<file path="config.mk">
export PLATFORM = sky130hd
export DESIGN_NAME = axl_station_flat
export DESIGN_NICKNAME = d
export VERILOG_FILES = /design/src/hw/axl_pkg.sv /design/src/hw/axl_link_if.sv /design/src/hw/axl_timer.sv /design/src/hw/axl_station.sv /design/src/flat_wrapper.sv
export SDC_FILE = /design/constraint.sdc
export NUM_CORES = 1
export LEC_CHECK = 0
export BUFFER_PORTS_ARGS = -buffer_cell sky130_fd_sc_hd__buf_2
export CAP_MARGIN = 25
export CORE_AREA = 2 2 154 156
export DETAILED_ROUTE_END_ITERATION = 8
export DIE_AREA = 0 0 156 158
export PLACE_DENSITY = 0.52
export SLEW_MARGIN = 30
export SYNTH_ARGS = -nofsm -noshare
export SYNTH_HDL_FRONTEND = slang
export SYNTH_HIERARCHICAL = 1
export SYNTH_SLANG_ARGS = --single-unit
</file>
<file path="constraint.sdc">
create_clock -name ref_clk -period 3.74 [get_ports ref_clk]
set_input_delay 0.374 -clock ref_clk [delete_from_list [all_inputs] [get_ports ref_clk]]
set_output_delay 0.374 -clock ref_clk [all_outputs]
set_load 0.05 [all_outputs]
</file>
<file path="src/hw/axl_pkg.sv">
// Shared constants and types for the link procedure engine
// Operation
// - Seize request answered by confirm at opportunity
// - Pending ack seizes; frame chosen at transmit
// - Seize channel before sending, release afterwards
// - Separate busy and quiet channel indications
// - Expedited frames use distinct transmit request
// - Modem signals acquisition and loss of signal
// - Explicit transmitter key on and off signals
// - Destination then source address, source is own
// - Equal C bits mark an older peer
// - Command C bits 1/0, response 0/1
// - Polled SABM or DISC gets final UA/DM
// - Polled I/S when connected gets final RR
// - Polled I/S when disconnected gets final DM
// - Unused poll/final bit sent as zero
// - Send SABM and start T1 together
// - Accepting station sends UA, resets variables
// - UA stops T1 and zeroes state variables
// - T1 expiry resends SABM, gives up after N2
// - Refuse with DM; DM stops T1, no connect
// - Awaiting UA, discard all but SABM/DISC/UA/DM
// - Answering SABM sends only UA or DM
// - Defaults T1 3000 ms and N2 of 10
// - DM unsolicited final 0; SABM/DISC poll 1
package axl_pkg;
  // Timing
  localparam int CLK_HZ = 10_000_000;
  localparam int T1_MS = 3000;
  localparam int T1_CYC = T1_MS * (CLK_HZ / 1000);
  localparam int CNT_W = 25;
  localparam logic [CNT_W-1:0] T1_DEF = CNT_W'(T1_CYC);
  localparam logic [7:0] N2_DEF = 8'h0a;
  localparam int ADDR_W = 8;
  // Command/response C bit encodings
  localparam logic CMD_DEST_C = 1'b1;
  localparam logic CMD_SRC_C = 1'b0;
  localparam logic RSP_DEST_C = 1'b0;
  localparam logic RSP_SRC_C = 1'b1;
  localparam logic [8:0] SEQ_RST = 9'h000;
  localparam logic [7:0] ATT_RST = 8'h00;
  // Frame types
  typedef enum logic [2:0] {
    FT_I = 3'h0, FT_RR = 3'h1, FT_RNR = 3'h2, FT_REJ = 3'h3,
    FT_SABM = 3'h4, FT_DISC = 3'h5, FT_UA = 3'h6, FT_DM = 3'h7
  } axl_ftype_t;
  // Frame descriptor carried across the link
  typedef struct packed {
    axl_ftype_t ftype;
    logic pf;
    logic destC;
    logic srcC;
    logic [ADDR_W-1:0] dest;
    logic [ADDR_W-1:0] src;
  } axl_frame_t;
  // Data-link states
  typedef enum logic [1:0] {
    DL_DISC = 2'h0, DL_AWAIT = 2'h1, DL_CONN = 2'h3
  } axl_dl_t;
  // Transmit sequencer states
  typedef enum logic [1:0] {
    TX_IDLE = 2'h0, TX_WAITQ = 2'h1, TX_KEY = 2'h3, TX_REL = 2'h2
  } axl_tx_t;
endpackage : axl_pkg

</file>
<file path="src/hw/axl_link_if.sv">
// Link carrier between the station and the distant partner
`timescale 1ns/1ps
interface axl_link_if;
  import axl_pkg::*;
  axl_frame_t devFrame;
  logic devValid;
  logic devTxOn;
  logic devTxOff;
  axl_frame_t ptnFrame;
  logic ptnValid;
  logic ptnAcq;
  logic ptnLoss;
  modport dev (output devFrame, devValid, devTxOn, devTxOff, input ptnFrame, ptnValid, ptnAcq, ptnLoss);
  modport ptn (input devFrame, devValid, devTxOn, devTxOff, output ptnFrame, ptnValid, ptnAcq, ptnLoss);
endinterface : axl_link_if

</file>
<file path="src/hw/axl_timer.sv">
// One-shot acknowledge timer with start, stop and expiry pulse
`timescale 1ns/1ps
module axl_timer (
  input wire logic ref_clk,
  input wire logic rst_b,
  input wire logic start,
  input wire logic stop,
  input wire logic [axl_pkg::CNT_W-1:0] period,
  output logic expired
);
  import axl_pkg::*;
  logic [CNT_W-1:0] cntQ, cntD;
  logic runQ, runD, expD;

  // Stop wins over start; expiry pulses once
  always_comb begin
    cntD = cntQ;
    runD = runQ;
    expD = 1'b0;
    if (stop) begin
      runD = 1'b0;
    end else if (start) begin
      cntD = period;
      runD = 1'b1;
    end else if (runQ) begin
      if (cntQ <= CNT_W'(1)) begin
        runD = 1'b0;
        expD = 1'b1;
      end else begin
        cntD = cntQ - CNT_W'(1);
      end
    end
  end

  // Registers
  always_ff @(posedge ref_clk) begin
    if (!rst_b) begin
      cntQ <= '0;
      runQ <= 1'b0;
      expired <= 1'b0;
    end else begin
      cntQ <= cntD;
      runQ <= runD;
      expired <= expD;
    end
  end
endmodule : axl_timer

</file>
<file path="src/hw/axl_station.sv">
// Local station: data-link, link multiplexer and physical sequencing
`timescale 1ns/1ps
module axl_station #(
  parameter logic [axl_pkg::CNT_W-1:0] T1_DEFAULT = axl_pkg::T1_DEF
) (
  input wire logic ref_clk,
  input wire logic rst_b,
  axl_link_if.dev lnk,
  input wire logic [axl_pkg::ADDR_W-1:0] myAddr,
  input wire logic [axl_pkg::ADDR_W-1:0] peerAddr,
  input wire logic connReq,
  input wire logic ackReq,
  input wire logic acceptEn,
  input wire logic expValid,
  input wire axl_pkg::axl_frame_t expFrame,
  input wire logic cfgWrite,
  input wire logic [axl_pkg::CNT_W-1:0] t1Cfg,
  input wire logic [7:0] n2Cfg,
  output logic linkUp,
  output logic connFail,
  output logic peerOld,
  output logic expBusy,
  output logic [8:0] seqVars
);
  import axl_pkg::*;

  ////////////////////////////////////////////////////////////////////////////
  // Declarations
  axl_dl_t dlQ, dlD;
  axl_tx_t txQ, txD;
  logic [8:0] seqQ, seqD;
  logic respPendQ, respPendD, respPfQ, respPfD;
  axl_ftype_t respQ, respD;
  logic sabmDueQ, sabmDueD, ackPendQ, ackPendD;
  logic [7:0] attemptQ, attemptD, n2Q, n2D;
  logic [CNT_W-1:0] t1Q, t1D;
  logic peerOldD, connFailD;
  logic t1Start, t1Stop, t1Exp;
  logic chanFreeQ, chanFreeD;
  logic expPendQ, expPendD;
  axl_frame_t expBufQ, expBufD, frameQ, frameD, rx;
  logic validQ, validD, onQ, onD, offQ, offD;
  logic lmSeizeReq, seizeCnf, sendResp, sendSabm, sendAck;
  logic rxOk, rxCmd;

  // Build a frame to the peer from this station
  function automatic axl_frame_t mkFrame(axl_ftype_t ft, logic pf, logic cmd);
    axl_frame_t f;
    f.ftype = ft;
    f.pf = pf;
    f.destC = cmd ? CMD_DEST_C : RSP_DEST_C;
    f.srcC = cmd ? CMD_SRC_C : RSP_SRC_C;
    f.dest = peerAddr;
    f.src = myAddr;
    return f;
  endfunction : mkFrame

  // Received frame qualification
  assign rx = lnk.ptnFrame;
  assign rxOk = lnk.ptnValid && (rx.dest == myAddr) && (rx.src == peerAddr);
  assign rxCmd = rx.destC && !rx.srcC;
  assign lmSeizeReq = respPendQ || sabmDueQ || ackPendQ;

  axl_timer u_t1 (
    .ref_clk(ref_clk),
    .rst_b(rst_b),
    .start(t1Start),
    .stop(t1Stop),
    .period(t1Q),
    .expired(t1Exp)
  );

  ////////////////////////////////////////////////////////////////////////////
  // Data-link machine next state
  always_comb begin
    dlD = dlQ;
    seqD = seqQ;
    respPendD = respPendQ;
    respD = respQ;
    respPfD = respPfQ;
    sabmDueD = sabmDueQ;
    ackPendD = ackPendQ;
    attemptD = attemptQ;
    t1D = t1Q;
    n2D = n2Q;
    peerOldD = peerOld;
    connFailD = 1'b0;
    t1Start = 1'b0;
    t1Stop = 1'b0;
    if (cfgWrite) begin
      t1D = t1Cfg;
      n2D = n2Cfg;
    end
    // Frames consumed at the seize confirm
    if (sendResp) begin
      respPendD = 1'b0;
    end
    if (sendSabm) begin
      sabmDueD = 1'b0;
      attemptD = attemptQ + 8'h01;
      t1Start = 1'b1;
    end
    if (sendAck) begin
      ackPendD = 1'b0;
    end
    // Connect request and retry
    case (dlQ)
      DL_DISC: begin
        if (connReq) begin
          dlD = DL_AWAIT;
          sabmDueD = 1'b1;
          attemptD = ATT_RST;
        end
      end
      DL_AWAIT: begin
        if (t1Exp) begin
          if (attemptQ >= n2Q) begin
            dlD = DL_DISC;
            connFailD = 1'b1;
          end else begin
            sabmDueD = 1'b1;
          end
        end
      end
      DL_CONN: begin
      end
      default: begin
        dlD = DL_DISC;
      end
    endcase
    // Received frames; a new response overrides the clear above
    if (rxOk) begin
      peerOldD = (rx.destC == rx.srcC);
      case (rx.ftype)
        FT_SABM: begin
          if (rxCmd) begin
            respPendD = 1'b1;
            respPfD = rx.pf;
            sabmDueD = 1'b0;
            t1Stop = 1'b1;
            if (acceptEn) begin
              respD = FT_UA;
              dlD = DL_CONN;
              seqD = SEQ_RST;
            end else begin
              respD = FT_DM;
              dlD = DL_DISC;
            end
          end
        end
        FT_DISC: begin
          if (rxCmd) begin
            respPendD = 1'b1;
            respPfD = rx.pf;
            respD = (dlQ == DL_CONN) ? FT_UA : FT_DM;
            dlD = DL_DISC;
            sabmDueD = 1'b0;
            t1Stop = 1'b1;
          end
        end
        FT_UA: begin
          if (!rxCmd && dlQ == DL_AWAIT) begin
            t1Stop = 1'b1;
            seqD = SEQ_RST;
            dlD = DL_CONN;
            sabmDueD = 1'b0;
          end
        end
        FT_DM: begin
          if (!rxCmd && dlQ != DL_DISC) begin
            t1Stop = 1'b1;
            sabmDueD = 1'b0;
            connFailD = (dlQ == DL_AWAIT);
            dlD = DL_DISC;
          end
        end
        default: begin
          // I and S frames are discarded while awaiting UA
          if (dlQ != DL_AWAIT && rxCmd && rx.pf) begin
            respPendD = 1'b1;
            respPfD = 1'b1;
            respD = (dlQ == DL_CONN) ? FT_RR : FT_DM;
          end
        end
      endcase
    end
    if (ackReq && dlQ == DL_CONN) begin
      ackPendD = 1'b1;
    end
    if (dlD != DL_CONN) begin
      ackPendD = 1'b0;
    end
  end

  // Data-link registers
  always_ff @(posedge ref_clk) begin
    if (!rst_b) begin
      dlQ <= DL_DISC;
      seqQ <= SEQ_RST;
      respPendQ <= 1'b0;
      respQ <= FT_DM;
      respPfQ <= 1'b0;
      sabmDueQ <= 1'b0;
      ackPendQ <= 1'b0;
      attemptQ <= ATT_RST;
      t1Q <= T1_DEFAULT;
      n2Q <= N2_DEF;
      peerOld <= 1'b0;
      connFail <= 1'b0;
      linkUp <= 1'b0;
    end else begin
      dlQ <= dlD;
      seqQ <= seqD;
      respPendQ <= respPendD;
      respQ <= respD;
      respPfQ <= respPfD;
      sabmDueQ <= sabmDueD;
      ackPendQ <= ackPendD;
      attemptQ <= attemptD;
      t1Q <= t1D;
      n2Q <= n2D;
      peerOld <= peerOldD;
      connFail <= connFailD;
      linkUp <= (dlD == DL_CONN);
    end
  end

  ////////////////////////////////////////////////////////////////////////////
  // Multiplexer and physical sequencing next state
  always_comb begin
    txD = txQ;
    chanFreeD = chanFreeQ;
    expPendD = expPendQ;
    expBufD = expBufQ;
    frameD = frameQ;
    validD = 1'b0;
    onD = 1'b0;
    offD = 1'b0;
    seizeCnf = 1'b0;
    sendResp = 1'b0;
    sendSabm = 1'b0;
    sendAck = 1'b0;
    if (lnk.ptnAcq) begin
      chanFreeD = 1'b0;
    end else if (lnk.ptnLoss) begin
      chanFreeD = 1'b1;
    end
    case (txQ)
      TX_IDLE: begin
        if (lmSeizeReq || expPendQ) begin
          txD = TX_WAITQ;
        end
      end
      TX_WAITQ: begin
        if (chanFreeQ) begin
          onD = 1'b1;
          txD = TX_KEY;
        end
      end
      TX_KEY: begin
        seizeCnf = 1'b1;
        txD = TX_REL;
        if (expPendQ) begin
          frameD = expBufQ;
          validD = 1'b1;
          expPendD = 1'b0;
        end else if (respPendQ) begin
          frameD = mkFrame(respQ, respPfQ, 1'b0);
          validD = 1'b1;
          sendResp = 1'b1;
        end else if (sabmDueQ && dlQ == DL_AWAIT) begin
          frameD = mkFrame(FT_SABM, 1'b1, 1'b1);
          validD = 1'b1;
          sendSabm = 1'b1;
        end else if (ackPendQ && dlQ == DL_CONN) begin
          frameD = mkFrame(FT_RR, 1'b0, 1'b0);
          validD = 1'b1;
          sendAck = 1'b1;
        end
      end
      TX_REL: begin
        offD = 1'b1;
        txD = TX_IDLE;
      end
      default: begin
        txD = TX_IDLE;
      end
    endcase
    if (expValid && !expPendD) begin
      expPendD = 1'b1;
      expBufD = expFrame;
    end
  end

  // Multiplexer and physical registers
  always_ff @(posedge ref_clk) begin
    if (!rst_b) begin
      txQ <= TX_IDLE;
      chanFreeQ <= 1'b1;
      expPendQ <= 1'b0;
      expBufQ <= '0;
      frameQ <= '0;
      validQ <= 1'b0;
      onQ <= 1'b0;
      offQ <= 1'b0;
    end else begin
      txQ <= txD;
      chanFreeQ <= chanFreeD;
      expPendQ <= expPendD;
      expBufQ <= expBufD;
      frameQ <= frameD;
      validQ <= validD;
      onQ <= onD;
      offQ <= offD;
    end
  end

  // Outputs
  assign lnk.devFrame = frameQ;
  assign lnk.devValid = validQ;
  assign lnk.devTxOn = onQ;
  assign lnk.devTxOff = offQ;
  assign expBusy = expPendQ;
  assign seqVars = seqQ;
endmodule : axl_station

</file>
<file path="src/flat_wrapper.sv">
// flat-port wrapper written by rule: the top's interface ports become plain ports
module axl_station_flat import axl_pkg::*;
#(
  parameter logic [axl_pkg::CNT_W-1:0] T1_DEFAULT = axl_pkg::T1_DEF
)
  (ref_clk, rst_b, myAddr, peerAddr, connReq, ackReq, acceptEn, expValid, expFrame, cfgWrite, t1Cfg, n2Cfg, linkUp, connFail, peerOld, expBusy, seqVars, lnk_devFrame, lnk_devValid, lnk_devTxOn, lnk_devTxOff, lnk_ptnFrame, lnk_ptnValid, lnk_ptnAcq, lnk_ptnLoss);
  axl_link_if lnk_i ();
  input wire logic ref_clk;
  input wire logic rst_b;
  input wire logic [axl_pkg::ADDR_W-1:0] myAddr;
  input wire logic [axl_pkg::ADDR_W-1:0] peerAddr;
  input wire logic connReq;
  input wire logic ackReq;
  input wire logic acceptEn;
  input wire logic expValid;
  input wire axl_pkg::axl_frame_t expFrame;
  input wire logic cfgWrite;
  input wire logic [axl_pkg::CNT_W-1:0] t1Cfg;
  input wire logic [7:0] n2Cfg;
  output logic linkUp;
  output logic connFail;
  output logic peerOld;
  output logic expBusy;
  output logic [8:0] seqVars;
  output wire logic [$bits(lnk_i.devFrame)-1:0] lnk_devFrame;
  output wire logic [$bits(lnk_i.devValid)-1:0] lnk_devValid;
  output wire logic [$bits(lnk_i.devTxOn)-1:0] lnk_devTxOn;
  output wire logic [$bits(lnk_i.devTxOff)-1:0] lnk_devTxOff;
  input wire logic [$bits(lnk_i.ptnFrame)-1:0] lnk_ptnFrame;
  input wire logic [$bits(lnk_i.ptnValid)-1:0] lnk_ptnValid;
  input wire logic [$bits(lnk_i.ptnAcq)-1:0] lnk_ptnAcq;
  input wire logic [$bits(lnk_i.ptnLoss)-1:0] lnk_ptnLoss;
  assign lnk_devFrame = lnk_i.devFrame;
  assign lnk_devValid = lnk_i.devValid;
  assign lnk_devTxOn = lnk_i.devTxOn;
  assign lnk_devTxOff = lnk_i.devTxOff;
  assign lnk_i.ptnFrame = lnk_ptnFrame;
  assign lnk_i.ptnValid = lnk_ptnValid;
  assign lnk_i.ptnAcq = lnk_ptnAcq;
  assign lnk_i.ptnLoss = lnk_ptnLoss;
  axl_station #(.T1_DEFAULT(T1_DEFAULT)) u_core (.ref_clk(ref_clk), .rst_b(rst_b), .lnk(lnk_i), .myAddr(myAddr), .peerAddr(peerAddr), .connReq(connReq), .ackReq(ackReq), .acceptEn(acceptEn), .expValid(expValid), .expFrame(expFrame), .cfgWrite(cfgWrite), .t1Cfg(t1Cfg), .n2Cfg(n2Cfg), .linkUp(linkUp), .connFail(connFail), .peerOld(peerOld), .expBusy(expBusy), .seqVars(seqVars));
endmodule
</file>
==> flow_metrics.tcl <==
set metrics [dict create \
    status "finished clean" \
    dp_hpwl_mm 12.0 \
    die_y_um 158 \
    cp-start-kind "register" \
    drc 0 \
    yosys_register_bits 130 \
    ys.flop_type "dfxtp_1" \
    worst_clock_skew_ns 0.00807 \
    cts.reportedPaths.clkPinSlew_ns 0.06 \
    initial_core_util_pct 27.4 \
    yosysWarnings 6 \
    h-tree-depth 4 \
    grt_max_degree 72 \
    leakagePower_nw 3.35 \
    max_slew_margin_pct 43.2 \
    power.internal_w 0.00263 \
    synth_edf_count 0 \
    worstMarginPinSlew_ns 0.850 \
    switching_share_pct 25.3 \
    cts-root-buf "clkbuf_16" \
    fin_nets 967 \
    final_util_pct 33.8 \
    hold_path.class "input port to register" \
    std_cell_rows 56 \
    postSynthAreaPerCell_sq_um 8.49 \
    dp.cells 1123 \
    synth_cell_types 61 \
    route.final.wire_length_mm 17.2 \
    clkLatencyLatePin_ns 0.42 \
    async_reset_ff_share_pct 0 \
    detail-route-antenna-nets 0 \
    timing.setup.tns_ns 0 \
    dr_total_vias 5557 \
    wl_per_cell_um 14.9 \
    cts_num_sinks 130 \
    drt_iter0_drc 294 \
    yosysSeqAreaShare_pct 41.2 \
    antenna_found_initial 0 \
    areaGrowthSynthToFinish_pct 23.6 \
    firstDrtPassIters 6 \
    numPortBuffers 131 \
    timing.fmax_mhz 325 \
    critPathMaxFanout 71 \
    cts_setup_buffers 0 \
    track_usage_pct 13.9 \
    seq_area_sq_um 2600 \
    pin_count 141 \
    crit_chain "nand4bb_1 -> nor3_4 -> buf_4 -> nor2_1 -> nand4_1 -> nand3b_4 -> o211ai_1 -> o31ai_1" \
    drive_above_1_share_pct 21.8 \
    clockBufferDepth 2 \
    syn_inst 743 \
    holdWs_ns 0.147 \
    cp_top_family "simple AND/OR/NAND/NOR gates" \
    n_antenna_cell 0 \
    coreArea_sq_um 23100 \
    place.gp.congestion 0.798 \
    finalNonFillerCells 1155 \
    cap_viol_max_count 0 \
    clock_power_share_pct 49.5 \
    cts_buffers 17 \
    dieArea_sq_um 24600 \
    period_share_pct 82.2 \
    seq_power_share_pct 41.5 \
    syn-cell-area_sq_um 6310 \
    grt_pass1_wl_mm 26.9 \
    grt_pass1_vias 5113 \
    setup_viol 0 \
    fp.dieW_um 156 \
    cp_slowest_cell "dfxtp_1" \
    path_class "register to register" \
    ctsHoldBuffers 0 \
    grt_overflow_total 0 \
    cts_tree "yes" \
    drv_slew 0 \
    fill_cells 2441 \
    p_per_area_nw_per_um2 451 \
    worstSetupEndpointType "register" \
    slowest_delay_ns 0.59 \
    ctsResizeCount 0 \
    path_buf_inv 1 \
    p_comb_share_pct 9.0 \
    cp_data_required_time_ns 4.02 \
    multi_input_area_sq_um 3410 \
    irDropWorstVdd_mv 0.237 \
    p_switching_w 0.000888 \
    rsz0062_at_grt "no" \
    hold_viol_final 0 \
    arrival_ns 3.35 \
    fin_crit_ns 3.07 \
    routed_via_density 4.81 \
]
[power by group through the flow]
stage / Combinational, W / Clock [W] / Sequential (W)
2_1_floorplan: 0.000197 / 0 / 0.00150
3_3_place_gp: 0.000318 / 0 / 0.00149
3_5_place_dp: 0.000322 / 0 / 0.00149
4_1_cts: 0.000323 / 0.00179 / 0.00146
5_1_grt: 0.000350 / 0.00185 / 0.00146
6_report: 0.000317 / 0.00174 / 0.00146
[layer usage]
layer / GRT usage, % / wire length [um] / part of all wire [%]
met1: 17.5 / 7890 / 46
met3: 3.31 / 695 / 4.0
met5: 0 / 0 / 0
met2: 23.2 / 8320 / 48
met4: 5.20 / 301 / 1.7
[Yosys cell counts, types with 3 or more instances]
cell	instances	share of area (%)
a31oi_1	8	0.79
nor4_4	3	1.0
clkbuf_1	34	2.0
o21ai_0	18	1.4
o41ai_1	4	0.56
buf_4	11	1.3
o211ai_1	20	2.4
o21a_1	5	0.59
nor4_1	10	0.99
o31ai_1	16	1.9
inv_1	18	1.1
or3_1	5	0.50
xnor2_1	7	0.97
nand3_1	9	0.71
nand2b_1	8	0.79
buf_2	8	0.63
and2_1	4	0.40
nor2b_1	4	0.40
and3_1	6	0.59
xor2_1	16	2.2
a22oi_1	4	0.48
nor2_1	91	5.4
or4_1	4	0.48
nand4_1	7	0.69
buf_1	4	0.24
nand2_1	89	5.3
mux2i_1	52	8.2
o32ai_1	3	0.42
dfxtp_1	130	41
nor3_1	18	1.4
ha_1	12	2.4
a21oi_1	58	4.6
a211oi_1	21	2.5
[sequential cells by signal, summed over array words and instances, names as in the netlist]
signal,cells
u_core/t1Q,25
u_core/u_t1/cntQ,25
u_core/expBufQ,22
u_core/lnk.devFrame,22
u_core/attemptQ,8
u_core/n2Q,8
u_core/dlQ,2
u_core/respQ,2
u_core/txQ,2
u_core/ackPendQ,1
u_core/chanFreeQ,1
u_core/connFail,1
u_core/expBusy,1
u_core/linkUp,1
u_core/lnk.devTxOff,1
u_core/lnk.devTxOn,1
u_core/lnk.devValid,1
u_core/peerOld,1
u_core/respPendQ,1
u_core/respPfQ,1
u_core/sabmDueQ,1
u_core/u_t1/expired,1
u_core/u_t1/runQ,1
[worst paths after layout]
path	from	endpoint	slack, ns	depth (start not counted)
max	u_core/dlQ[0]	u_core/u_t1/cntQ[22]	0.67	8
min	lnk_ptnAcq	u_core/chanFreeQ	0.15	2
max reg2reg	u_core/dlQ[0]	u_core/u_t1/cntQ[22]	0.67	8
min reg2reg	u_core/expBufQ[6]	u_core/expBufQ[6]	0.46	2
[layout by cell type (no fill, tap or decap), drive strengths merged, types with 2 or more instances in the layout]
| cell | Yosys | layout |
|---|---|---|
| a211oi | 21 | 21 |
| a21oi | 58 | 58 |
| a22oi | 4 | 4 |
| a31oi | 8 | 8 |
| and2 | 6 | 6 |
| and3 | 6 | 6 |
| buf | 24 | 140 |
| bufinv | 0 | 3 |
| clkbuf | 34 | 18 |
| clkinv | 1 | 6 |
| clkinvlp | 0 | 2 |
| conb | 1 | 9 |
| dfxtp | 130 | 130 |
| ha | 12 | 12 |
| inv | 18 | 22 |
| mux2i | 52 | 52 |
| nand2 | 89 | 89 |
| nand2b | 8 | 8 |
| nand3 | 10 | 10 |
| nand3b | 2 | 2 |
| nand4 | 7 | 7 |
| nor2 | 91 | 91 |
| nor2b | 4 | 4 |
| nor3 | 19 | 19 |
| nor3b | 2 | 2 |
| nor4 | 13 | 13 |
| nor4bb | 2 | 2 |
| o2111a | 2 | 2 |
| o211ai | 20 | 20 |
| o21a | 5 | 5 |
| o21ai | 21 | 21 |
| o221a | 2 | 2 |
| o31ai | 16 | 16 |
| o32ai | 3 | 3 |
| o41a | 2 | 2 |
| o41ai | 4 | 4 |
| or3 | 5 | 5 |
| or4 | 6 | 6 |
| xnor2 | 7 | 7 |
| xor2 | 16 | 16 |
[stage by stage]
stage / area (sq um) / power [W] / setup WS, ns
6_report: 7800 / 0.00351 / 0.666
5_1_grt: 7800 / 0.00367 / 0.455
4_1_cts: 7800 / 0.00358 / 0.685
3_5_place_dp: 7180 / 0.00181 / 0.691
3_3_place_gp: 7160 / 0.00181 / 0.692
2_1_floorplan: 6340 / 0.00169 / 1.10
[worst reg2reg max path, cell delays in order, from the launching register on]
cell and delay (ns):
dfxtp_1 0.59, nand4bb_1 0.29, nor3_4 0.24, buf_4 0.58
nor2_1 0.14, nand4_1 0.18, nand3b_4 0.44, o211ai_1 0.37
o31ai_1 0.11
[cell families after synthesis]
family                   Yosys count  synth area share (%)
buffers and inverters             77                  5.51
AND/OR/NAND/NOR                  274                  21.2
XOR/XNOR                          23                  3.19
other                              1                0.0594
multiplexers                      53                  8.43
adder cells (fa/ha/maj)           12                  2.38
flip-flops                       130                  41.2
AO/OA/AOI/OAI                    173                  18.0
[cell type report]
cell class	count	area share (%)
tap	290	4.65
clock buffer	18	5.63
multi-input combinational	544	43.7
sequential	130	33.4
inverter	19	0.915
timing repair buffer	140	9.44
clock inverter	14	2.26
Power figures use the tool's default switching activity.
